[config.mk]
export PLATFORM = sky130hd
export DESIGN_NAME = mtcd_top
export DESIGN_NICKNAME = d
export VERILOG_FILES = /design/src/logic/mtcd_pkg.sv /design/src/logic/mtcd_top.sv
export SDC_FILE = /design/constraint.sdc
export NUM_CORES = 1
export LEC_CHECK = 0
export BUFFER_PORTS_ARGS = -buffer_cell sky130_fd_sc_hd__buf_2
export CORE_MARGIN = 1.5
export CORE_UTILIZATION = 40
export DETAILED_ROUTE_END_ITERATION = 6
export MAX_ROUTING_LAYER = met4
export SLEW_MARGIN = 20
export SYNTH_ARGS = -nofsm -noshare
export SYNTH_HDL_FRONTEND = slang
export SYNTH_SLANG_ARGS = --single-unit
[constraint.sdc]
create_clock -name core_clk -period 21.8 [get_ports core_clk]
set_input_delay 1.09 -clock core_clk [delete_from_list [all_inputs] [get_ports core_clk]]
set_output_delay 1.09 -clock core_clk [all_outputs]
set_load 0.02 [all_outputs]
[src/logic/mtcd_pkg.sv]
// Functional notes
// - Test mode keeps USB, stops drive bridging
// - Drive reset line low at power-up: test mode
// - Memory command: byte0 signature, byte1 0x26
// - Memory transfer at most 255 bytes
// - Byte count from wrapper bytes 8 to 11
// - Direction from wrapper byte 12 bit 7
// - Wrapper field offsets fixed, block at 15-30
// - Pin command: signature, 0x27, rest zero; decoder checks only signature and 0x27
// - Pin load enters pin mode, drives pins
// - Only load bytes 0-3 reach pins
// - Pin mode left only by hard reset
// - Pin read returns request-time input snapshot
// - Byte 0 bit map of control pins
// - Byte 1 bit 7 enables data drivers
// - Byte 1 bit 6 reports test-select input
// - Bad memory signature at power-up: test mode
// - Vendor signature read from config byte 0x04
package mtcd_pkg;
  // ==========================================================
  // Command block codes
  localparam logic [7:0] SUB_CFG = 8'h26;
  localparam logic [7:0] SUB_PIN = 8'h27;
  localparam logic [7:0] DATA_SRC_EE = 8'h02;
  localparam logic [31:0] CFG_MAX_LEN = 32'h0000_00FF;
  // ==========================================================
  // Configuration memory layout
  localparam logic [7:0] EE_SIG0 = 8'h53;
  localparam logic [7:0] EE_SIG1 = 8'h4B;
  localparam logic [7:0] EE_ADDR_SIG0 = 8'h00;
  localparam logic [7:0] EE_ADDR_SIG1 = 8'h01;
  localparam logic [7:0] EE_ADDR_VSIG = 8'h04;
  localparam logic [7:0] EE_ADDR_START = 8'h00;
  // ==========================================================
  // Wrapper byte offsets
  localparam logic [4:0] CBW_LAST = 5'h1E;
  localparam int OFS_LEN = 8;
  localparam int OFS_FLAGS = 12;
  localparam int OFS_CB = 15;
  localparam int CB_SUB = 1;
  localparam int CB_SRC = 3;
  localparam int CB_ADDR_L = 4;
  localparam int CB_ADDR_H = 5;
  localparam int DIR_BIT = 7;
  // ==========================================================
  // Pin data bytes and bits
  localparam logic [7:0] PB_CTL = 8'h00;
  localparam logic [7:0] PB_HS = 8'h01;
  localparam logic [7:0] PB_DDL = 8'h02;
  localparam logic [7:0] PB_DDH = 8'h03;
  localparam logic [7:0] CTL_LOAD_MASK = 8'hBE;
  localparam logic [7:0] HS_READ_MASK = 8'h7F;
  localparam logic [7:0] CTL_RESET = 8'h80;
  localparam int CTL_RST_BIT = 7;
  localparam int CTL_CS_HI = 5;
  localparam int CTL_CS_LO = 4;
  localparam int CTL_PWR_BIT = 3;
  localparam int CTL_DA_HI = 2;
  localparam int CTL_DA_LO = 1;
  localparam int HS_DRIVE_BIT = 7;
  localparam int HS_SEL_BIT = 6;
  localparam logic [1:0] STRAP_WAIT = 2'h3;
  // ==========================================================
  // Command status and APB map
  localparam logic [1:0] ST_PASS = 2'h0;
  localparam logic [1:0] ST_FAIL = 2'h1;
  localparam logic [1:0] ST_NOT_VENDOR = 2'h2;
  localparam logic [7:0] ADDR_STATUS = 8'h00;
  localparam logic [7:0] ADDR_CTRL = 8'h04;
  localparam logic [7:0] ADDR_COUNT = 8'h08;
  localparam logic [7:0] ADDR_LEN = 8'h0C;
  localparam logic [31:0] CTRL_RESET = 32'h0000_0001;
  // ==========================================================
  // Sequencer states, Gray along the boot path from S_STRAP to S_DECODE
  typedef enum logic [3:0] {
    S_STRAP = 4'h0,
    S_SIG0 = 4'h1,
    S_SIG1 = 4'h3,
    S_VSIG = 4'h2,
    S_IDLE = 4'h6,
    S_DECODE = 4'h7,
    S_CFG_OUT = 4'h5,
    S_CFG_IN = 4'h4,
    S_PIN_OUT = 4'hC,
    S_PIN_IN = 4'hD,
    S_DONE = 4'hF
  } mtcd_state_type;
endpackage

[src/logic/mtcd_top.sv]
`timescale 1ns/1ps
`default_nettype none

// ==========================================================
// Byte FIFO on the path to the host
module mtcd_fifo #(
  parameter int WIDTH = 8,
  parameter int DEPTH = 32
) (
  // Clock and reset
  input wire logic core_clk,
  input wire logic rst,
  // Fill side
  input wire logic wr_valid,
  output logic wr_ready,
  input wire logic [WIDTH-1:0] wr_data,
  // Drain side
  output logic rd_valid,
  input wire logic rd_ready,
  output logic [WIDTH-1:0] rd_data
);
  localparam int AW = $clog2(DEPTH);
  logic [WIDTH-1:0] mem_ff [0:DEPTH-1];
  logic [AW-1:0] wptr_ff;
  logic [AW-1:0] rptr_ff;
  logic [AW:0] cnt_ff;
  logic push;
  logic pop;

  function automatic logic [AW-1:0] wrap_inc(input logic [AW-1:0] p);
    wrap_inc = (p == AW'(DEPTH - 1)) ? '0 : p + 1'b1;
  endfunction

  // Honest full and empty from the fill count
  assign wr_ready = (cnt_ff != (AW+1)'(DEPTH));
  assign rd_valid = (cnt_ff != '0);
  assign rd_data = mem_ff[rptr_ff];
  assign push = wr_valid && wr_ready;
  assign pop = rd_valid && rd_ready;

  // Storage needs no reset, the count guards it
  always_ff @(posedge core_clk) begin
    if (push) begin
      mem_ff[wptr_ff] <= wr_data;
    end
  end

  // Pointers and count
  always_ff @(posedge core_clk or posedge rst) begin
    if (rst) begin
      wptr_ff <= '0;
      rptr_ff <= '0;
      cnt_ff <= '0;
    end else begin
      if (push) begin
        wptr_ff <= wrap_inc(wptr_ff);
      end
      if (pop) begin
        rptr_ff <= wrap_inc(rptr_ff);
      end
      cnt_ff <= cnt_ff + (AW+1)'(push) - (AW+1)'(pop);
    end
  end
endmodule

// ==========================================================
// Manufacturing test command decoder
module mtcd_top #(
  parameter logic [7:0] VSIG_DEFAULT = 8'h24,
  parameter bit FUSED_PROGRAMMED = 1'b0,
  parameter int FIFO_DEPTH = 32
) (
  // Clock and reset
  input wire logic core_clk,
  input wire logic rst,
  // APB slave
  input wire logic [7:0] paddr,
  input wire logic psel,
  input wire logic penable,
  input wire logic pwrite,
  input wire logic [31:0] pwdata,
  output logic [31:0] prdata,
  output logic pready,
  output logic pslverr,
  // Bulk OUT bytes: wrapper then data
  input wire logic out_valid,
  input wire logic [7:0] out_data,
  output logic out_ready,
  // Bulk IN bytes
  output logic in_valid,
  output logic [7:0] in_data,
  input wire logic in_ready,
  // Command completion
  output logic cmd_done,
  output logic [1:0] cmd_status,
  // Configuration memory port
  input wire logic ee_present,
  output logic ee_req,
  output logic ee_we,
  output logic [7:0] ee_addr,
  output logic [7:0] ee_wdata,
  input wire logic ee_ack,
  input wire logic [7:0] ee_rdata,
  // Pin inputs, asynchronous
  input wire logic [7:0] ctl_pins_in,
  input wire logic [7:0] hs_pins_in,
  input wire logic [15:0] dd_in,
  // Mode and pin-test outputs
  output logic mfg_test_mode,
  output logic pin_test_active,
  output logic bridge_enable,
  output logic pt_drive_reset_line_n,
  output logic [1:0] pt_cs_n,
  output logic pt_drive_power_valid,
  output logic [1:0] pt_da,
  output logic [15:0] pt_dd_out,
  output logic [15:0] pt_dd_oe
);
  mtcd_pkg::mtcd_state_type state_ff;
  mtcd_pkg::mtcd_state_type nxt_state;
  logic [31:0] meta_ff;
  logic [31:0] sync_ff;
  logic [7:0] cbw_ff [0:30];
  logic [4:0] cnt_ff;
  logic [1:0] wait_ff;
  logic mfg_mode_ff;
  logic pin_mode_ff;
  logic sig_bad_ff;
  logic [7:0] vsig_ff;
  logic [31:0] rem_ff;
  logic [7:0] idx_ff;
  logic [1:0] st_ff;
  logic [31:0] snap_ff;
  logic [7:0] pt_ctl_ff;
  logic pt_drive_ff;
  logic [15:0] pt_dd_ff;
  logic ee_req_ff;
  logic ee_we_ff;
  logic [7:0] ee_addr_ff;
  logic [7:0] ee_wdata_ff;
  logic [31:0] ctrl_ff;
  logic [31:0] count_ff;
  logic [31:0] prdata_ff;
  logic [7:0] cb0;
  logic [7:0] cb1;
  logic [31:0] xfer_len;
  logic dir_in;
  logic is_vendor;
  logic is_cfg;
  logic is_pin;
  logic cfg_ok;
  logic ee_take;
  logic out_take;
  logic fifo_wr_valid;
  logic fifo_wr_ready;
  logic [7:0] fifo_wr_data;
  logic [7:0] snap_sel;
  logic apb_hit;
  logic [31:0] apb_rmux;

  // Two-flop synchroniser for every pin input
  always_ff @(posedge core_clk or posedge rst) begin
    if (rst) begin
      meta_ff <= '0;
      sync_ff <= '0;
    end else begin
      meta_ff <= {dd_in, hs_pins_in, ctl_pins_in};
      sync_ff <= meta_ff;
    end
  end

  // Wrapper field decode
  assign cb0 = cbw_ff[mtcd_pkg::OFS_CB];
  assign cb1 = cbw_ff[mtcd_pkg::OFS_CB + mtcd_pkg::CB_SUB];
  assign xfer_len = {cbw_ff[mtcd_pkg::OFS_LEN + 3], cbw_ff[mtcd_pkg::OFS_LEN + 2],
                     cbw_ff[mtcd_pkg::OFS_LEN + 1], cbw_ff[mtcd_pkg::OFS_LEN]};
  assign dir_in = cbw_ff[mtcd_pkg::OFS_FLAGS][mtcd_pkg::DIR_BIT];
  assign is_vendor = ctrl_ff[0] && (cb0 == vsig_ff);
  assign is_cfg = is_vendor && (cb1 == mtcd_pkg::SUB_CFG);
  assign is_pin = is_vendor && (cb1 == mtcd_pkg::SUB_PIN);
  // Source and start address are trusted only when as expected
  assign cfg_ok = (cbw_ff[mtcd_pkg::OFS_CB + mtcd_pkg::CB_SRC] == mtcd_pkg::DATA_SRC_EE)
                  && (cbw_ff[mtcd_pkg::OFS_CB + mtcd_pkg::CB_ADDR_L] == '0)
                  && (cbw_ff[mtcd_pkg::OFS_CB + mtcd_pkg::CB_ADDR_H] == '0)
                  && (xfer_len <= mtcd_pkg::CFG_MAX_LEN);

  // Stream handshakes
  assign ee_take = ee_req_ff && ee_ack;
  assign out_ready = (state_ff == mtcd_pkg::S_IDLE)
                     || ((state_ff == mtcd_pkg::S_CFG_OUT) && !ee_req_ff && (rem_ff != '0))
                     || ((state_ff == mtcd_pkg::S_PIN_OUT) && (rem_ff != '0));
  assign out_take = out_valid && out_ready;
  assign snap_sel = (idx_ff == mtcd_pkg::PB_CTL) ? snap_ff[7:0] :
                    (idx_ff == mtcd_pkg::PB_HS) ? snap_ff[15:8] :
                    (idx_ff == mtcd_pkg::PB_DDL) ? snap_ff[23:16] :
                    (idx_ff == mtcd_pkg::PB_DDH) ? snap_ff[31:24] : 8'h00;
  // Memory reads only start with FIFO room, so the push never stalls
  assign fifo_wr_valid = ((state_ff == mtcd_pkg::S_CFG_IN) && ee_take)
                         || ((state_ff == mtcd_pkg::S_PIN_IN) && (rem_ff != '0));
  assign fifo_wr_data = (state_ff == mtcd_pkg::S_CFG_IN) ? ee_rdata : snap_sel;

  // Next state
  always_comb begin
    nxt_state = state_ff;
    case (state_ff)
      mtcd_pkg::S_STRAP: begin
        if (wait_ff == mtcd_pkg::STRAP_WAIT) begin
          nxt_state = ee_present ? mtcd_pkg::S_SIG0 : mtcd_pkg::S_IDLE;
        end
      end
      mtcd_pkg::S_SIG0: begin
        if (ee_take) begin
          nxt_state = mtcd_pkg::S_SIG1;
        end
      end
      mtcd_pkg::S_SIG1: begin
        if (ee_take) begin
          nxt_state = mtcd_pkg::S_VSIG;
        end
      end
      mtcd_pkg::S_VSIG: begin
        if (ee_take) begin
          nxt_state = mtcd_pkg::S_IDLE;
        end
      end
      mtcd_pkg::S_IDLE: begin
        if (out_take && (cnt_ff == mtcd_pkg::CBW_LAST)) begin
          nxt_state = mtcd_pkg::S_DECODE;
        end
      end
      mtcd_pkg::S_DECODE: begin
        nxt_state = mtcd_pkg::S_DONE;
        if (is_cfg && cfg_ok && mfg_mode_ff) begin
          nxt_state = dir_in ? mtcd_pkg::S_CFG_IN : mtcd_pkg::S_CFG_OUT;
        end else if (is_pin && mfg_mode_ff) begin
          nxt_state = dir_in ? mtcd_pkg::S_PIN_IN : mtcd_pkg::S_PIN_OUT;
        end
      end
      mtcd_pkg::S_CFG_OUT, mtcd_pkg::S_CFG_IN, mtcd_pkg::S_PIN_OUT, mtcd_pkg::S_PIN_IN: begin
        if (rem_ff == '0) begin
          nxt_state = mtcd_pkg::S_DONE;
        end
      end
      default: begin
        nxt_state = mtcd_pkg::S_IDLE;
      end
    endcase
  end

  // Sequencer, boot reads and command bookkeeping
  always_ff @(posedge core_clk or posedge rst) begin
    if (rst) begin
      state_ff <= mtcd_pkg::S_STRAP;
      cnt_ff <= '0;
      wait_ff <= '0;
      mfg_mode_ff <= 1'b0;
      sig_bad_ff <= 1'b0;
      vsig_ff <= '0;
      rem_ff <= '0;
      idx_ff <= '0;
      st_ff <= mtcd_pkg::ST_PASS;
      snap_ff <= '0;
      count_ff <= '0;
    end else begin
      state_ff <= nxt_state;
      case (state_ff)
        mtcd_pkg::S_STRAP: begin
          wait_ff <= wait_ff + 2'h1;
          if (wait_ff == mtcd_pkg::STRAP_WAIT) begin
            mfg_mode_ff <= !sync_ff[mtcd_pkg::CTL_RST_BIT];
            if (!ee_present) begin
              vsig_ff <= VSIG_DEFAULT;
              if (!FUSED_PROGRAMMED) begin
                mfg_mode_ff <= 1'b1;
              end
            end
          end
        end
        mtcd_pkg::S_SIG0: begin
          if (ee_take) begin
            sig_bad_ff <= (ee_rdata != mtcd_pkg::EE_SIG0);
          end
        end
        mtcd_pkg::S_SIG1: begin
          if (ee_take && (sig_bad_ff || (ee_rdata != mtcd_pkg::EE_SIG1))) begin
            mfg_mode_ff <= 1'b1;
          end
        end
        mtcd_pkg::S_VSIG: begin
          if (ee_take) begin
            vsig_ff <= ee_rdata;
          end
        end
        mtcd_pkg::S_IDLE: begin
          if (out_take) begin
            cnt_ff <= (cnt_ff == mtcd_pkg::CBW_LAST) ? 5'h00 : cnt_ff + 5'h01;
          end
        end
        mtcd_pkg::S_DECODE: begin
          rem_ff <= xfer_len;
          idx_ff <= '0;
          snap_ff <= {sync_ff[31:16], sync_ff[15:8] & mtcd_pkg::HS_READ_MASK,
                      sync_ff[7:0]};
          st_ff <= !is_vendor ? mtcd_pkg::ST_NOT_VENDOR :
                   (nxt_state == mtcd_pkg::S_DONE) ? mtcd_pkg::ST_FAIL : mtcd_pkg::ST_PASS;
        end
        mtcd_pkg::S_DONE: begin
          count_ff <= count_ff + 32'h0000_0001;
        end
        default: begin
          // Data phases count bytes as they move
          if (ee_take || (out_take && (state_ff == mtcd_pkg::S_PIN_OUT))
              || (fifo_wr_valid && fifo_wr_ready && (state_ff == mtcd_pkg::S_PIN_IN))) begin
            rem_ff <= rem_ff - 32'h0000_0001;
            idx_ff <= (idx_ff == 8'hFF) ? idx_ff : idx_ff + 8'h01;
          end
        end
      endcase
    end
  end

  // Wrapper capture, no reset needed on the byte store
  always_ff @(posedge core_clk) begin
    if ((state_ff == mtcd_pkg::S_IDLE) && out_take) begin
      cbw_ff[cnt_ff] <= out_data;
    end
  end

  // Configuration memory requests, one outstanding at a time
  always_ff @(posedge core_clk or posedge rst) begin
    if (rst) begin
      ee_req_ff <= 1'b0;
      ee_we_ff <= 1'b0;
      ee_addr_ff <= '0;
      ee_wdata_ff <= '0;
    end else if (ee_take) begin
      ee_req_ff <= 1'b0;
      ee_addr_ff <= ee_addr_ff + 8'h01;
    end else if (!ee_req_ff) begin
      case (state_ff)
        mtcd_pkg::S_SIG0, mtcd_pkg::S_SIG1, mtcd_pkg::S_VSIG: begin
          ee_req_ff <= 1'b1;
          ee_we_ff <= 1'b0;
          ee_addr_ff <= (state_ff == mtcd_pkg::S_SIG0) ? mtcd_pkg::EE_ADDR_SIG0 :
                        (state_ff == mtcd_pkg::S_SIG1) ? mtcd_pkg::EE_ADDR_SIG1 :
                        mtcd_pkg::EE_ADDR_VSIG;
        end
        mtcd_pkg::S_DECODE: begin
          ee_addr_ff <= mtcd_pkg::EE_ADDR_START;
        end
        mtcd_pkg::S_CFG_OUT: begin
          if (out_take) begin
            ee_req_ff <= 1'b1;
            ee_we_ff <= 1'b1;
            ee_wdata_ff <= out_data;
          end
        end
        mtcd_pkg::S_CFG_IN: begin
          if ((rem_ff != '0) && fifo_wr_ready) begin
            ee_req_ff <= 1'b1;
            ee_we_ff <= 1'b0;
          end
        end
        default: begin
          ee_req_ff <= 1'b0;
        end
      endcase
    end
  end

  // Pin-test mode and loaded pin values
  always_ff @(posedge core_clk or posedge rst) begin
    if (rst) begin
      pin_mode_ff <= 1'b0;
      pt_ctl_ff <= mtcd_pkg::CTL_RESET;
      pt_drive_ff <= 1'b0;
      pt_dd_ff <= '0;
    end else begin
      if (nxt_state == mtcd_pkg::S_PIN_OUT) begin
        pin_mode_ff <= 1'b1;
      end
      if ((state_ff == mtcd_pkg::S_PIN_OUT) && out_take) begin
        case (idx_ff)
          mtcd_pkg::PB_CTL: pt_ctl_ff <= out_data & mtcd_pkg::CTL_LOAD_MASK;
          mtcd_pkg::PB_HS: pt_drive_ff <= out_data[mtcd_pkg::HS_DRIVE_BIT];
          mtcd_pkg::PB_DDL: pt_dd_ff[7:0] <= out_data;
          mtcd_pkg::PB_DDH: pt_dd_ff[15:8] <= out_data;
          default: pt_dd_ff <= pt_dd_ff;
        endcase
      end
    end
  end

  // Pin and mode outputs; bridging stops in test mode
  assign mfg_test_mode = mfg_mode_ff;
  assign pin_test_active = pin_mode_ff;
  assign bridge_enable = !mfg_mode_ff && !pin_mode_ff;
  assign pt_drive_reset_line_n = pt_ctl_ff[mtcd_pkg::CTL_RST_BIT];
  assign pt_cs_n = pt_ctl_ff[mtcd_pkg::CTL_CS_HI:mtcd_pkg::CTL_CS_LO];
  assign pt_drive_power_valid = pt_ctl_ff[mtcd_pkg::CTL_PWR_BIT];
  assign pt_da = pt_ctl_ff[mtcd_pkg::CTL_DA_HI:mtcd_pkg::CTL_DA_LO];
  assign pt_dd_out = pt_dd_ff;
  assign pt_dd_oe = {16{pin_mode_ff && pt_drive_ff}};
  assign cmd_done = (state_ff == mtcd_pkg::S_DONE);
  assign cmd_status = st_ff;
  assign ee_req = ee_req_ff;
  assign ee_we = ee_we_ff;
  assign ee_addr = ee_addr_ff;
  assign ee_wdata = ee_wdata_ff;

  // Host-bound bytes; a full FIFO stalls the data phase
  mtcd_fifo #(
    .WIDTH(8),
    .DEPTH(FIFO_DEPTH)
  ) u_fifo (
    .core_clk(core_clk),
    .rst(rst),
    .wr_valid(fifo_wr_valid),
    .wr_ready(fifo_wr_ready),
    .wr_data(fifo_wr_data),
    .rd_valid(in_valid),
    .rd_ready(in_ready),
    .rd_data(in_data)
  );

  // APB: zero wait, read data latched in the setup cycle
  assign apb_hit = (paddr == mtcd_pkg::ADDR_STATUS) || (paddr == mtcd_pkg::ADDR_CTRL)
                   || (paddr == mtcd_pkg::ADDR_COUNT) || (paddr == mtcd_pkg::ADDR_LEN);
  assign apb_rmux = (paddr == mtcd_pkg::ADDR_STATUS) ?
                      {16'h0000, vsig_ff, 2'b00, st_ff, 1'b0,
                       (state_ff != mtcd_pkg::S_IDLE), pin_mode_ff, mfg_mode_ff} :
                    (paddr == mtcd_pkg::ADDR_CTRL) ? ctrl_ff :
                    (paddr == mtcd_pkg::ADDR_COUNT) ? count_ff :
                    (paddr == mtcd_pkg::ADDR_LEN) ? rem_ff : 32'h0000_0000;
  assign pready = 1'b1;
  assign pslverr = psel && penable && !apb_hit;
  assign prdata = prdata_ff;

  always_ff @(posedge core_clk or posedge rst) begin
    if (rst) begin
      ctrl_ff <= mtcd_pkg::CTRL_RESET;
      prdata_ff <= '0;
    end else begin
      if (psel && !penable) begin
        prdata_ff <= apb_rmux;
      end
      if (psel && penable && pwrite && (paddr == mtcd_pkg::ADDR_CTRL)) begin
        ctrl_ff <= pwdata;
      end
    end
  end

  // ==========================================================
  // Assertions
  property p_strap;
    @(posedge core_clk) disable iff (rst)
    (state_ff == mtcd_pkg::S_STRAP && nxt_state != mtcd_pkg::S_STRAP
     && !sync_ff[mtcd_pkg::CTL_RST_BIT]) |=> mfg_mode_ff;
  endproperty
  a_strap: assert property (p_strap) else $error("strap low did not enter test mode");

  property p_cfg_sel;
    @(posedge core_clk) disable iff (rst)
    (state_ff == mtcd_pkg::S_DECODE && (nxt_state == mtcd_pkg::S_CFG_IN
     || nxt_state == mtcd_pkg::S_CFG_OUT)) |-> (cb0 == vsig_ff && cb1 == mtcd_pkg::SUB_CFG);
  endproperty
  a_cfg_sel: assert property (p_cfg_sel) else $error("memory command wrongly decoded");

  property p_cfg_max;
    @(posedge core_clk) disable iff (rst)
    (state_ff == mtcd_pkg::S_DECODE && is_cfg && xfer_len > mtcd_pkg::CFG_MAX_LEN)
    |=> (cmd_done && cmd_status == mtcd_pkg::ST_FAIL);
  endproperty
  a_cfg_max: assert property (p_cfg_max) else $error("oversize transfer not failed");

  property p_len;
    @(posedge core_clk) disable iff (rst)
    (state_ff == mtcd_pkg::S_DECODE) |=> (rem_ff == $past(xfer_len));
  endproperty
  a_len: assert property (p_len) else $error("byte count not from wrapper");

  property p_dir;
    @(posedge core_clk) disable iff (rst)
    (state_ff == mtcd_pkg::S_DECODE && nxt_state == mtcd_pkg::S_CFG_IN) |-> dir_in;
  endproperty
  a_dir: assert property (p_dir) else $error("read chosen against direction flag");

  property p_sticky;
    @(posedge core_clk) disable iff (rst)
    pin_mode_ff |=> (pin_mode_ff && !bridge_enable) [*2];
  endproperty
  a_sticky: assert property (p_sticky) else $error("pin mode left without reset");

  property p_dd_low;
    @(posedge core_clk) disable iff (rst)
    (state_ff == mtcd_pkg::S_PIN_OUT && out_take && idx_ff == mtcd_pkg::PB_DDL)
    |=> (pt_dd_out[7:0] == $past(out_data) && pin_test_active);
  endproperty
  a_dd_low: assert property (p_dd_low) else $error("byte 2 not on data bits 7:0");

  property p_drive_off;
    @(posedge core_clk) disable iff (rst)
    (state_ff == mtcd_pkg::S_PIN_OUT && out_take && idx_ff == mtcd_pkg::PB_HS
     && !out_data[mtcd_pkg::HS_DRIVE_BIT]) |=> (pt_dd_oe == 16'h0000);
  endproperty
  a_drive_off: assert property (p_drive_off) else $error("data pins driven when off");

  property p_rst_line;
    @(posedge core_clk) disable iff (rst)
    (state_ff == mtcd_pkg::S_PIN_OUT && out_take && idx_ff == mtcd_pkg::PB_CTL)
    |=> (pt_drive_reset_line_n == $past(out_data[mtcd_pkg::CTL_RST_BIT]));
  endproperty
  a_rst_line: assert property (p_rst_line) else $error("byte 0 bit 7 not on reset line");

  property p_unknown;
    @(posedge core_clk) disable iff (rst)
    (state_ff == mtcd_pkg::S_DECODE && is_vendor && !is_cfg && !is_pin)
    |=> (cmd_done && cmd_status == mtcd_pkg::ST_FAIL && $stable(pin_mode_ff) && !ee_req);
  endproperty
  a_unknown: assert property (p_unknown) else $error("unknown subcommand not failed");

  property p_snap;
    @(posedge core_clk) disable iff (rst)
    (state_ff == mtcd_pkg::S_PIN_IN && fifo_wr_valid && idx_ff == mtcd_pkg::PB_DDH)
    |-> (fifo_wr_data == snap_ff[31:24]);
  endproperty
  a_snap: assert property (p_snap) else $error("read byte 3 not from snapshot");

  c_pin_load: cover property (@(posedge core_clk) disable iff (rst)
    state_ff == mtcd_pkg::S_PIN_OUT ##1 state_ff == mtcd_pkg::S_DONE);
  c_cfg_read: cover property (@(posedge core_clk) disable iff (rst)
    state_ff == mtcd_pkg::S_CFG_IN && !fifo_wr_ready);
  c_cfg_write: cover property (@(posedge core_clk) disable iff (rst)
    state_ff == mtcd_pkg::S_CFG_OUT && ee_take);
endmodule

`default_nettype wire

==> results of run 1 <==
-- cell usage after synthesis, types with 7 or more instances --
| cell | n | area, sq um |
|---|---|---|
| a31oi_1 | 12 | 75.1 |
| a21oi_1 | 52 | 260 |
| xor2_1 | 11 | 96.3 |
| xnor2_1 | 42 | 368 |
| inv_1 | 40 | 150 |
| buf_2 | 8 | 40.0 |
| a22oi_1 | 41 | 308 |
| mux2_1 | 14 | 158 |
| a221oi_1 | 7 | 61.3 |
| o31ai_1 | 13 | 97.6 |
| nor4_1 | 27 | 169 |
| and4_1 | 11 | 96.3 |
| nand4_1 | 18 | 113 |
| nand2_1 | 218 | 818 |
| mux2_2 | 96 | 1080 |
| buf_4 | 16 | 120 |
| clkbuf_1 | 69 | 259 |
| o21ai_1 | 11 | 55.1 |
| nand3_1 | 37 | 185 |
| nor2_1 | 122 | 458 |
| buf_1 | 16 | 60.1 |
| edfxtp_1 | 329 | 9880 |
| nor3_1 | 30 | 150 |
| and2_1 | 13 | 81.3 |
| ha_1 | 28 | 350 |
| nand2b_1 | 9 | 56.3 |
| and3_1 | 12 | 75.1 |
| o21ai_0 | 94 | 470 |
| mux4_2 | 81 | 1820 |
| dfrtp_1 | 308 | 7710 |
-- state kept, by name, indices dropped and copies added (netlist names), 2 cells and up --
| register | flops |
|---|---|
| count_ff | 32 |
| ee_addr | 8 |
| cmd_status | 2 |
| u_fifo.rptr_ff | 5 |
| cbw_ff | 73 |
| cnt_ff | 5 |
| ee_wdata | 8 |
| sync_ff | 31 |
| u_fifo.cnt_ff | 6 |
| snap_ff | 31 |
| pt_dd_out | 16 |
| idx_ff | 8 |
| pt_ctl_ff | 6 |
| vsig_ff | 8 |
| u_fifo.wptr_ff | 5 |
| prdata | 32 |
| rem_ff | 32 |
| u_fifo.mem_ff | 256 |
| state_ff | 4 |
| wait_ff | 2 |
| meta_ff | 31 |
| ctrl_ff | 32 |
-- stage by stage --
step / util / hold WS (ns) / cells / worst slack (ns)
final: 0.469 / 0.348 / 2998 / 16.86
after CTS: 0.469 / 0.352 / 2991 / 16.74
after detailed placement: 0.433 / 0.335 / 2864 / 17.40
after global placement: 0.433 / 0.336 / 2864 / 17.40
after global routing: 0.469 / 0.352 / 2998 / 16.62
after floorplan: - / 0.331 / 1885 / 12.14
-- final cells by class --
class	count	area, sq um
Fill cell	5788	34800
Clock buffer	88	1860
Sequential cell	639	17600
Antenna cell	6	15.0
Timing Repair Buffer	226	1210
Inverter	41	161
Clock inverter	39	510
Tap cell	864	1080
Multi-Input combinational cell	1095	8310
-- power by group --
part	total [W]	leakage [nW]	internal (W)	switching (W)
combinational	0.000974	4.10	0.000351	0.000623
clock	0.00122	1.16	0.000730	0.000486
sequential	0.00169	6.96	0.00154	0.000155
-- how the worst max path moves through the flow --
| stage | slack, ns | from | endpoint |
|---|---|---|---|
| after floorplan | 12.14 | rst | cmd_status[0] |
| after global placement | 17.40 | u_fifo.rptr_ff[0] | in_data[3] |
| after detailed placement | 17.40 | u_fifo.rptr_ff[0] | in_data[3] |
| after CTS | 16.74 | u_fifo.rptr_ff[0] | in_data[3] |
| after global routing | 16.62 | u_fifo.rptr_ff[0] | in_data[3] |
| final | 16.86 | u_fifo.rptr_ff[0] | in_data[0] |
-- worst reg2reg max path, cell delays in order, from the launching register on --
cell      delay (ns)
dfrtp_1         0.42
inv_1           0.07
ha_1            0.21
or4b_1          0.60
nor4_1          0.51
buf_4           0.24
a31oi_1         0.10
o21ai_1         0.44
inv_2           0.17
ha_1            0.26
a21o_1          0.16
a21oi_1         0.21
o21bai_1        0.09
a21oi_1         0.19
xor2_1          0.16
-- per-layer routing --
metal	track usage	vias up	part of all wire
li1	-	7386	-
met1	0.280	8230	0.45
met4	0.0575	0	0.022
met5	-	-	0
met2	0.308	459	0.47
met3	0.0376	93	0.057
-- logic make-up after synthesis --
group                      count (synthesis)
xor gates and xnor gates                  53
and+or+nand+nor                          548
DFF                                      639
other                                      1
muxes                                    192
AOI/OAI and AO/OA                        272
buffers and inverters                    151
adders and majority gates                 29
==> impl_metrics.csv, run 1 <==
group,metric,value,unit
status,status,"completed",
cts,cts_resized,0,
cts,cts_hold_buf,0,
setup_path,cp_slowest_stage_delay,0.89,ns
placed_design,gp_routability_congestion,0.855,
logic_synthesis,async_flop_share,0.485,
drt,drcViolationCount,0,
sta,post-route-min-period,4.94,ns
setup_path,critPathSlowestCell,"dfrtp_4",
setup_path,worstPathRequired,20.71,ns
cts,cts_setup_buffers,0,
final_layout,areaGrowthSynthToFinish,16.2,%
floorplan,row_count,94,
logic_synthesis,synth.avg_cell_area,14.1,sq um
logic_synthesis,synth_edf_count,329,
sta,timing.slew.headroom,0.297,
logic_synthesis,synth_xor_area_frac,0.0175,
setup_path,timing.rr.start,"rem_ff[0]",
global_route,grt_use_total,0.203,
setup_path,cp-end-kind,"primary output",
sta,period_share,0.226,
cts,cts.path.max_buffers,3,
drt,postRouteAntennaNets,0,
placed_design,placed_area,28400,sq um
setup_path,cp.arrival,3.85,ns
setup_path,worst_r2r_path_depth,14,
final_layout,nets,2198,
hold_path,min_path_type,"reg2reg",
floorplan,die_y,260,microns
final_layout,stdcell_area,30800,sq um
sta,rsz0062_at_grt,"false",
drt,drtPass1Iterations,5,
power,power_density,126,nW/um^2
final_layout,final_common_cell,"edfxtp_1",
logic_synthesis,syn_inst,1885,
setup_path,path_cells,"buf_4 > mux4_2 > mux4_2 > mux2_2 > buf_2",
logic_synthesis,yosys_warnings,0,
sta,finalMaxSlewViolations,0,
floorplan,core,65600,sq um
drt,dr.first_iter.drc_count,1075,
setup_path,worstPathMaxFanout,36,
drt,wl_per_cell,22.0,microns
setup_path,crit_cells,5,
sta,fin_skew,0.0146,ns
logic_synthesis,synth-seq-cells,639,
sta,finalSetupViolCount,0,
logic_synthesis,synthAdderAreaFrac,0.0140,
cts,numCtsBuffers,69,
global_route,antenna_found_initial,6,
logic_synthesis,synthSimpleGateAreaFrac,0.0988,
global_route,grt_overflow_total,0,
logic_synthesis,seq_area_frac_synth,0.666,
cts,cts.sinks,639,
sta,hold_viol_final,0,
drt,vias,16168,
setup_path,path_buf_inv,2,
logic_synthesis,synth_compound_area_frac,0.0633,
placed_design,dpl.hpwl,43.9,mm
hold_path,holdPathStages,0,
global_route,grt_pass1_vias,16339,
cts,clk_latency,0.61,ns
floorplan,die_w,260,microns
setup_path,cp_top_family,"multiplexers",
floorplan,initial_core_util,0.404,
final_layout,mostFrequentLayoutCells,"edfxtp_1 (329), dfrtp_1 (306), nand2_1 (218)",
power,vdd_ir_drop_max,93.8,uV
sta,tightestPinTransition,1.05,ns
global_route,grt_max_degree,147,
logic_synthesis,yosysUniqueCellTypes,74,
logic_synthesis,synth-main-ff-cell,"edfxtp_1",
sta,max_freq,203,MHz
cts,h-tree-depth,3,
setup_path,r2r-end,"u_fifo.cnt_ff[5]",
logic_synthesis,muxShareOfSynthArea,0.116,
setup_path,reg2reg_slack,17.90,ns
hold_path,min_to,"sync_ff[10]",
cts,root_buffer,"clkbuf_16",
cts,cts_tree,"done",
logic_synthesis,netlist_area,26500,sq um
power,leakage,12.2,nW
global_route,grt_pass1_wl,100,mm
hold_path,hold_start,"meta_ff[10]",
floorplan,io-pin-count,203,
drt,viasPerCell,5.39,
logic_synthesis,synth_top_family_by_area,"multiplexers",
setup_path,path_class,"reg2out",
final_layout,final_layout_size_suffix_gt1_frac,0.251,
placed_design,numPortBuffers,200,
cts,cts.clk_slew.worst_paths,0.06,ns
floorplan,die-area,67800,sq um
setup_path,startpoint_type,"register",
flow_run,drv_cap,0,
setup_path,crit_path_frequent_cell,"mux4_2",
sta,finalSetupTns,0,ns
power,total_power,0.00388,W
drt,drt_wl_total,66.0,mm
logic_synthesis,synth_nets,2011,
Note: power is estimated with default switching activity, not from simulation.
==> inputs of run 2 (changes only) <==
==> constraint.sdc (replaced) <==
create_clock -name core_clk -period 5.1 [get_ports core_clk]
set_input_delay 0.255 -clock core_clk [delete_from_list [all_inputs] [get_ports core_clk]]
set_output_delay 0.255 -clock core_clk [all_outputs]
set_load 0.02 [all_outputs]
==> impl_metrics.csv, run 2 (synthesized netlist as in run 1, its figures left out) <==
group,metric,value,unit
cts,h-tree-depth,3,
flow_run,drv_cap,0,
global_route,grt_use_total,0.203,
final_layout,largest-register,"u_fifo.mem_ff",
cts,root_buffer,"clkbuf_16",
setup_path,cp.arrival,4.53,ns
floorplan,core,65600,sq um
sta,finalMaxSlewViolations,0,
setup_path,cp_top_family,"simple AND/OR/NAND/NOR gates",
cts,clk_latency,0.61,ns
cts,cts_tree,"done",
setup_path,startpoint_type,"register",
drt,wl_per_cell,21.7,microns
setup_path,r2r-end,"u_fifo.cnt_ff[5]",
floorplan,initial_core_util,0.404,
cts,numCtsBuffers,67,
final_layout,finalNonFillerCells,3065,
setup_path,critPathCapture,"u_fifo.cnt_ff[5]",
final_layout,areaGrowthSynthToFinish,18.7,%
setup_path,worstPathMaxFanout,9,
power,power_density,523,nW/um^2
sta,tightestPinTransition,1.01,ns
setup_path,worstPathRequired,5.61,ns
floorplan,io-pin-count,203,
cts,cts.clk_slew.worst_paths,0.06,ns
power,vdd_ir_drop_max,386,uV
sta,rsz0062_at_grt,"false",
placed_design,placedCellCount,2867,
global_route,grt_max_degree,149,
drt,viasPerCell,5.39,
cts,cts.path.max_buffers,3,
drt,dr.first_iter.drc_count,1241,
sta,finalSetupViolCount,0,
floorplan,die_w,260,microns
setup_path,crit_start,"rem_ff[0]",
final_layout,final_layout_size_suffix_gt1_frac,0.247,
placed_design,numPortBuffers,200,
setup_path,worst_r2r_path_depth,13,
floorplan,row_count,94,
cts,cts_setup_buffers,0,
setup_path,timing.rr.start,"rem_ff[0]",
placed_design,dpl.hpwl,44.9,mm
drt,vias,16515,
final_layout,final_common_cell,"edfxtp_1",
sta,finalSetupTns,0,ns
drt,drt_wl_total,66.4,mm
setup_path,path_class,"reg2reg",
status,status,"completed",
setup_path,path_buf_inv,2,
global_route,antenna_found_initial,3,
sta,fin_skew,0.0288,ns
sta,timing.slew.headroom,0.317,
drt,drtPass1Iterations,7,
setup_path,path_cells,"inv_1 > ha_1 > or4b_1 > nor4_1 > a31oi_1 > o21ai_1 > inv_2 > ha_1 > a21o_1 > a21oi_1 > o21bai_1 > a21oi_1 > xor2_1",
power,leakage,12.5,nW
global_route,grt_pass1_vias,16396,
final_layout,multi_input_area,8310,sq um
hold_path,min_path_type,"in2reg",
sta,max_freq,249,MHz
cts,cts_resized,0,
sta,post-route-min-period,4.02,ns
floorplan,die_y,260,microns
global_route,grt_pass1_wl,101,mm
sta,period_share,0.788,
final_layout,reg.largest.list,"u_fifo.mem_ff x256, cbw_ff x73",
final_layout,seq_area,17600,sq um
global_route,grt_overflow_total,0,
final_layout,nFillCells,5713,
setup_path,reg2reg_slack,1.08,ns
final_layout,nets,2271,
setup_path,cp_slowest_stage_delay,0.84,ns
floorplan,die-area,67800,sq um
final_layout,mostFrequentLayoutCells,"edfxtp_1 (329), dfrtp_1 (305), nand2_1 (218)",
setup_path,crit_cells,13,
final_layout,largest_register_ffs,256,
cts,cts.sinks,639,
setup_path,critPathSlowestCell,"nor4_1",
drt,postRouteAntennaNets,0,
placed_design,gp_routability_congestion,0.851,
sta,hold_viol_final,0,
setup_path,cp-end-kind,"register",
drt,drcViolationCount,0,
[run 2: cell count changes in the layout (fill, tap and decap cells not counted), moves of 2 or more]
cell and change:
dlygate4sd3_1 +71, clkbuf_8 +3, clkbuf_4 +2, clkinvlp_4 +6, bufinv_16 -4, clkinv_4 +2, clkbuf_1 -5, diode_2 -3
clkinv_1 -5, buf_4 +2
[run 2: repair_timing]
item,4_1_cts,5_1_grt
hold endpoints to repair,114,0
hold buffers,71,0
setup endpoints to repair,0,0
[run 2: cell type report]
class	instances	area share
diodes	3	0.000239
well taps	864	0.0344
multi-input cells	1095	0.264
clock inverters	36	0.0123
inverters	41	0.00502
flip-flops and latches	639	0.561
repair buffers	301	0.0624
clock buffers	86	0.0599
[run 2: worst min path at each step]
stage	startpoint	endpoint	slack, ns	cells after the start
finish	ee_present	mfg_test_mode	0.04	4
detailed placement	rst	meta_ff[13]	0.32	3
CTS	ee_present	mfg_test_mode	0.01	4
floorplan	ctl_pins_in[0]	meta_ff[0]	0.29	0
global placement	rst	meta_ff[3]	0.31	3
global route	ee_rdata[5]	vsig_ff[5]	0.06	3
[run 2: power breakdown]
part           switching [W]  internal [W]  total (W)
Sequential          0.000667       0.00657    0.00723
Combinational        0.00266       0.00155    0.00421
Clock                0.00205       0.00294    0.00499
[run 2: metal layers]
layer / up-vias / share of wire / track usage
met2: 518 / 0.47 / 0.310
met5: - / 0 / -
met1: 8392 / 0.45 / 0.284
met3: 84 / 0.058 / 0.0302
met4: 0 / 0.020 / 0.0531
li1: 7521 / - / -
[run 2: tightest hold or removal path: cells and delay by family]
family	cells	cell delay (ns)
AOI/OAI and AO/OA	2	0.15
buffers and inverters	1	0.11
and+or+nand+nor	1	0.07
[run 2: metrics by stage]
| step | instance area, sq um | utilization | hold slack, ns | power [W] | setup slack, ns |
|---|---|---|---|---|---|
| detailed placement | 28400 | 0.433 | 0.319 | 0.0115 | 1.10 |
| global placement | 28400 | 0.433 | 0.310 | 0.0114 | 1.19 |
| floorplan | 26500 | - | 0.286 | 0.00977 | 0.720 |
| finish | 31400 | 0.479 | 0.0434 | 0.0164 | 1.08 |
| global route | 31400 | 0.479 | 0.0587 | 0.0172 | 0.812 |
| CTS | 31400 | 0.479 | 0.0117 | 0.0166 | 1.08 |
==> inputs of run 3 (changes only) <==
--- a/config.mk
+++ b/config.mk
@@ -5,6 +5,7 @@
 export SDC_FILE = /design/constraint.sdc
 export NUM_CORES = 1
 export LEC_CHECK = 0
+export ABC_AREA = 1
 export BUFFER_PORTS_ARGS = -buffer_cell sky130_fd_sc_hd__buf_2
 export CORE_MARGIN = 1.5
 export CORE_UTILIZATION = 40
==> constraint.sdc (replaced) <==
create_clock -name core_clk -period 3.4 [get_ports core_clk]
set_input_delay 0.17 -clock core_clk [delete_from_list [all_inputs] [get_ports core_clk]]
set_output_delay 0.17 -clock core_clk [all_outputs]
set_load 0.02 [all_outputs]
==> impl_metrics.csv, run 3 <==
group,metric,value,unit
placed_design,placed_area,29400,sq um
placed_design,gp_routability_congestion,0.914,
logic_synthesis,synth-main-ff-cell,"edfxtp_1",
sta,post-route-min-period,3.25,ns
global_route,grt_pass1_vias,19840,
final_layout,final_layout_size_suffix_gt1_frac,0.160,
logic_synthesis,synth_compound_area_frac,0.0991,
logic_synthesis,async_flop_share,0.485,
placed_design,numPortBuffers,200,
cts,cts.clk_slew.worst_paths,0.07,ns
floorplan,die_w,264,microns
setup_path,worstPathMaxFanout,65,
floorplan,row_count,95,
sta,max_freq,308,MHz
cts,root_buffer,"clkbuf_16",
status,status,"completed",
global_route,antenna_found_initial,7,
global_route,grt_pass1_wl,113,mm
sta,period_share,0.956,
setup_path,path_cells,"inv_1 > buf_12 > o21ai_0 > o22ai_1 > o21ai_0 > o22ai_1 > inv_1 > o21ai_0 > buf_2",
flow_run,drv_cap,0,
logic_synthesis,yosys_warnings,0,
setup_path,worstPathRequired,3.23,ns
floorplan,io-pin-count,203,
logic_synthesis,synthSimpleGateAreaFrac,0.151,
drt,wl_per_cell,19.2,microns
final_layout,finalNonFillerCells,3804,
sta,finalMaxSlewViolations,0,
floorplan,core,67200,sq um
logic_synthesis,synth_top_family_by_area,"simple AND/OR/NAND/NOR gates",
drt,dr.first_iter.drc_count,1460,
setup_path,cp.arrival,3.08,ns
cts,h-tree-depth,3,
final_layout,largest-register,"u_fifo.mem_ff",
cts,cts.sinks,639,
global_route,grt_overflow_total,0,
drt,drt_wl_total,72.9,mm
logic_synthesis,netlist_area,27200,sq um
logic_synthesis,yosysUniqueCellTypes,55,
logic_synthesis,synth-seq-cells,639,
final_layout,final_common_cell,"nand2_1",
logic_synthesis,ys_top_cells_by_count,"nand2_1 (461), edfxtp_1 (329), dfrtp_1 (308)",
setup_path,path_class,"reg2out",
cts,clk_latency,0.61,ns
drt,drcViolationCount,0,
floorplan,die_y,264,microns
sta,finalSetupViolCount,0,
logic_synthesis,synth_xor_area_frac,0.0203,
drt,drtPass1Iterations,7,
setup_path,startpoint_type,"register",
placed_design,dpl.hpwl,49.5,mm
logic_synthesis,synth.most_common_cell,"nand2_1",
drt,postRouteAntennaNets,0,
logic_synthesis,seq_area_frac_synth,0.649,
floorplan,initial_core_util,0.405,
power,power_density,823,nW/um^2
hold_path,min_path_type,"in2reg",
setup_path,crit_path_frequent_cell,"o21ai_0",
final_layout,largest_register_ffs,256,
sta,fin_hold_ws,0.0272,ns
final_layout,nFillCells,6028,
final_layout,stdcell_area,32600,sq um
final_layout,areaGrowthSynthToFinish,20.0,%
logic_synthesis,synth_top_area_frac,0.364,
setup_path,cp-end-kind,"primary output",
logic_synthesis,synthTopCellsByArea,"edfxtp_1 (36%), dfrtp_1 (28%), nand2_1 (6.4%)",
setup_path,cp_slowest_stage_delay,0.51,ns
power,total_power,0.0268,W
logic_synthesis,synth_nets,2672,
final_layout,reg.largest.list,"u_fifo.mem_ff x256, cbw_ff x73",
power,vdd_ir_drop_max,596,uV
drt,viasPerCell,5.24,
power,leakage,13.7,nW
final_layout,fin_util,0.485,
sta,tightestPinTransition,1.05,ns
cts,numCtsBuffers,72,
global_route,grt_max_degree,172,
logic_synthesis,synth.avg_cell_area,10.7,sq um
sta,rsz0062_at_grt,"false",
cts,cts.path.max_buffers,3,
logic_synthesis,synth_edf_count,329,
logic_synthesis,muxShareOfSynthArea,0.0174,
logic_synthesis,synth_top_area_cell,"edfxtp_1",
drt,vias,19946,
floorplan,die-area,69500,sq um
cts,cts_tree,"done",
placed_design,placedCellCount,3575,
sta,fin_skew,0.0286,ns
logic_synthesis,syn_inst,2546,
logic_synthesis,synthAdderAreaFrac,0.0136,
final_layout,nets,2994,
sta,hold_viol_final,0,
setup_path,critPathSlowestCell,"dfrtp_1",
final_layout,mostFrequentLayoutCells,"nand2_1 (459), edfxtp_1 (329), dfrtp_1 (307)",
sta,timing.slew.headroom,0.297,
global_route,grt_use_total,0.215,
## run 3: cell types whose count changed after synthesis, moves of 45 or more
| cell | change |
|---|---|
| nand2_1 | +243 |
| nor2_1 | +157 |
| mux2_2 | -63 |
| xor2_1 | +45 |
| o21ai_0 | +131 |
| mux4_2 | -81 |
| nand3_1 | +68 |
| inv_1 | +161 |
| o22ai_1 | +70 |
## run 3: stage by stage
| step | setup WS [ns] | TNS, ns |
|---|---|---|
| after floorplan | -0.895 | -275.75 |
| after global placement | 0.283 | 0 |
| after detailed placement | 0.258 | 0 |
| after CTS | 0.189 | 0 |
| after global routing | 0.0944 | 0 |
| final | 0.148 | 0 |
## run 3: timing repair
| action | CTS | global route |
|---|---|---|
| setup buffers | 0 | 3 |
| hold endpoints to repair | 379 | 0 |
| setup endpoints to repair | 0 | 1 |
| hold buffers | 88 | 0 |
| resized for setup | 0 | 3 |
## run 3: critical path: cells and delay by family, from the launching register on
| family | cells | cell delay, ns |
|---|---|---|
| buffers and inverters | 4 | 0.79 |
| AOI/OAI and AO/OA | 5 | 1.16 |
| DFF | 1 | 0.51 |
## run 3: cell families (layout without fill, tap and decap cells)
| family | after synthesis | in the layout |
|---|---|---|
| AOI/OAI and AO/OA | 478 | 478 |
| xor gates and xnor gates | 63 | 63 |
| adders and majority gates | 29 | 29 |
| buffers and inverters | 327 | 704 |
| DFF | 639 | 639 |
| muxes | 43 | 43 |
| other | 1 | 9 |
| and+or+nand+nor | 966 | 966 |
## run 3: final cells by class
| cell class | count | area (sq um) | share of cell area |
|---|---|---|---|
| multi-input combinational | 1580 | 8250 | 0.253 |
| clock inverter | 28 | 241 | 0.00741 |
| clock buffer | 101 | 2010 | 0.0618 |
| timing repair buffer | 362 | 2530 | 0.0777 |
| inverter | 213 | 807 | 0.0248 |
| tap | 873 | 1090 | 0.0335 |
| sequential | 639 | 17600 | 0.541 |
| antenna | 8 | 20.0 | 0.000614 |
## run 3: routing by layer
layer  track usage  vias up  share of wire
met2         0.329      650           0.46
met5             -        -              0
met3        0.0376      113          0.064
met1         0.295     9807           0.45
met4        0.0622        0          0.023
li1              -     9376              -
## run 3: final timing paths
kind	start	endpoint	slack (ns)	cells past startpoint
worst max-delay path	u_fifo.rptr_ff[1]	in_data[2]	0.15	9
worst min-delay path	psel	prdata[2]	0.03	5
worst max register to register	rem_ff[29]	u_fifo.cnt_ff[4]	0.45	15
worst min register to register	meta_ff[25]	sync_ff[25]	0.35	0
max in group asynchronous	rst	u_fifo.rptr_ff[0]	2.20	5
min in group asynchronous	rst	pin_test_active	0.21	4
## run 3: where the power goes
| part | switching (W) | internal (W) | total (W) |
|---|---|---|---|
| Sequential | 0.000721 | 0.0100 | 0.0107 |
| Clock | 0.00308 | 0.00437 | 0.00745 |
| Combinational | 0.00616 | 0.00250 | 0.00866 |
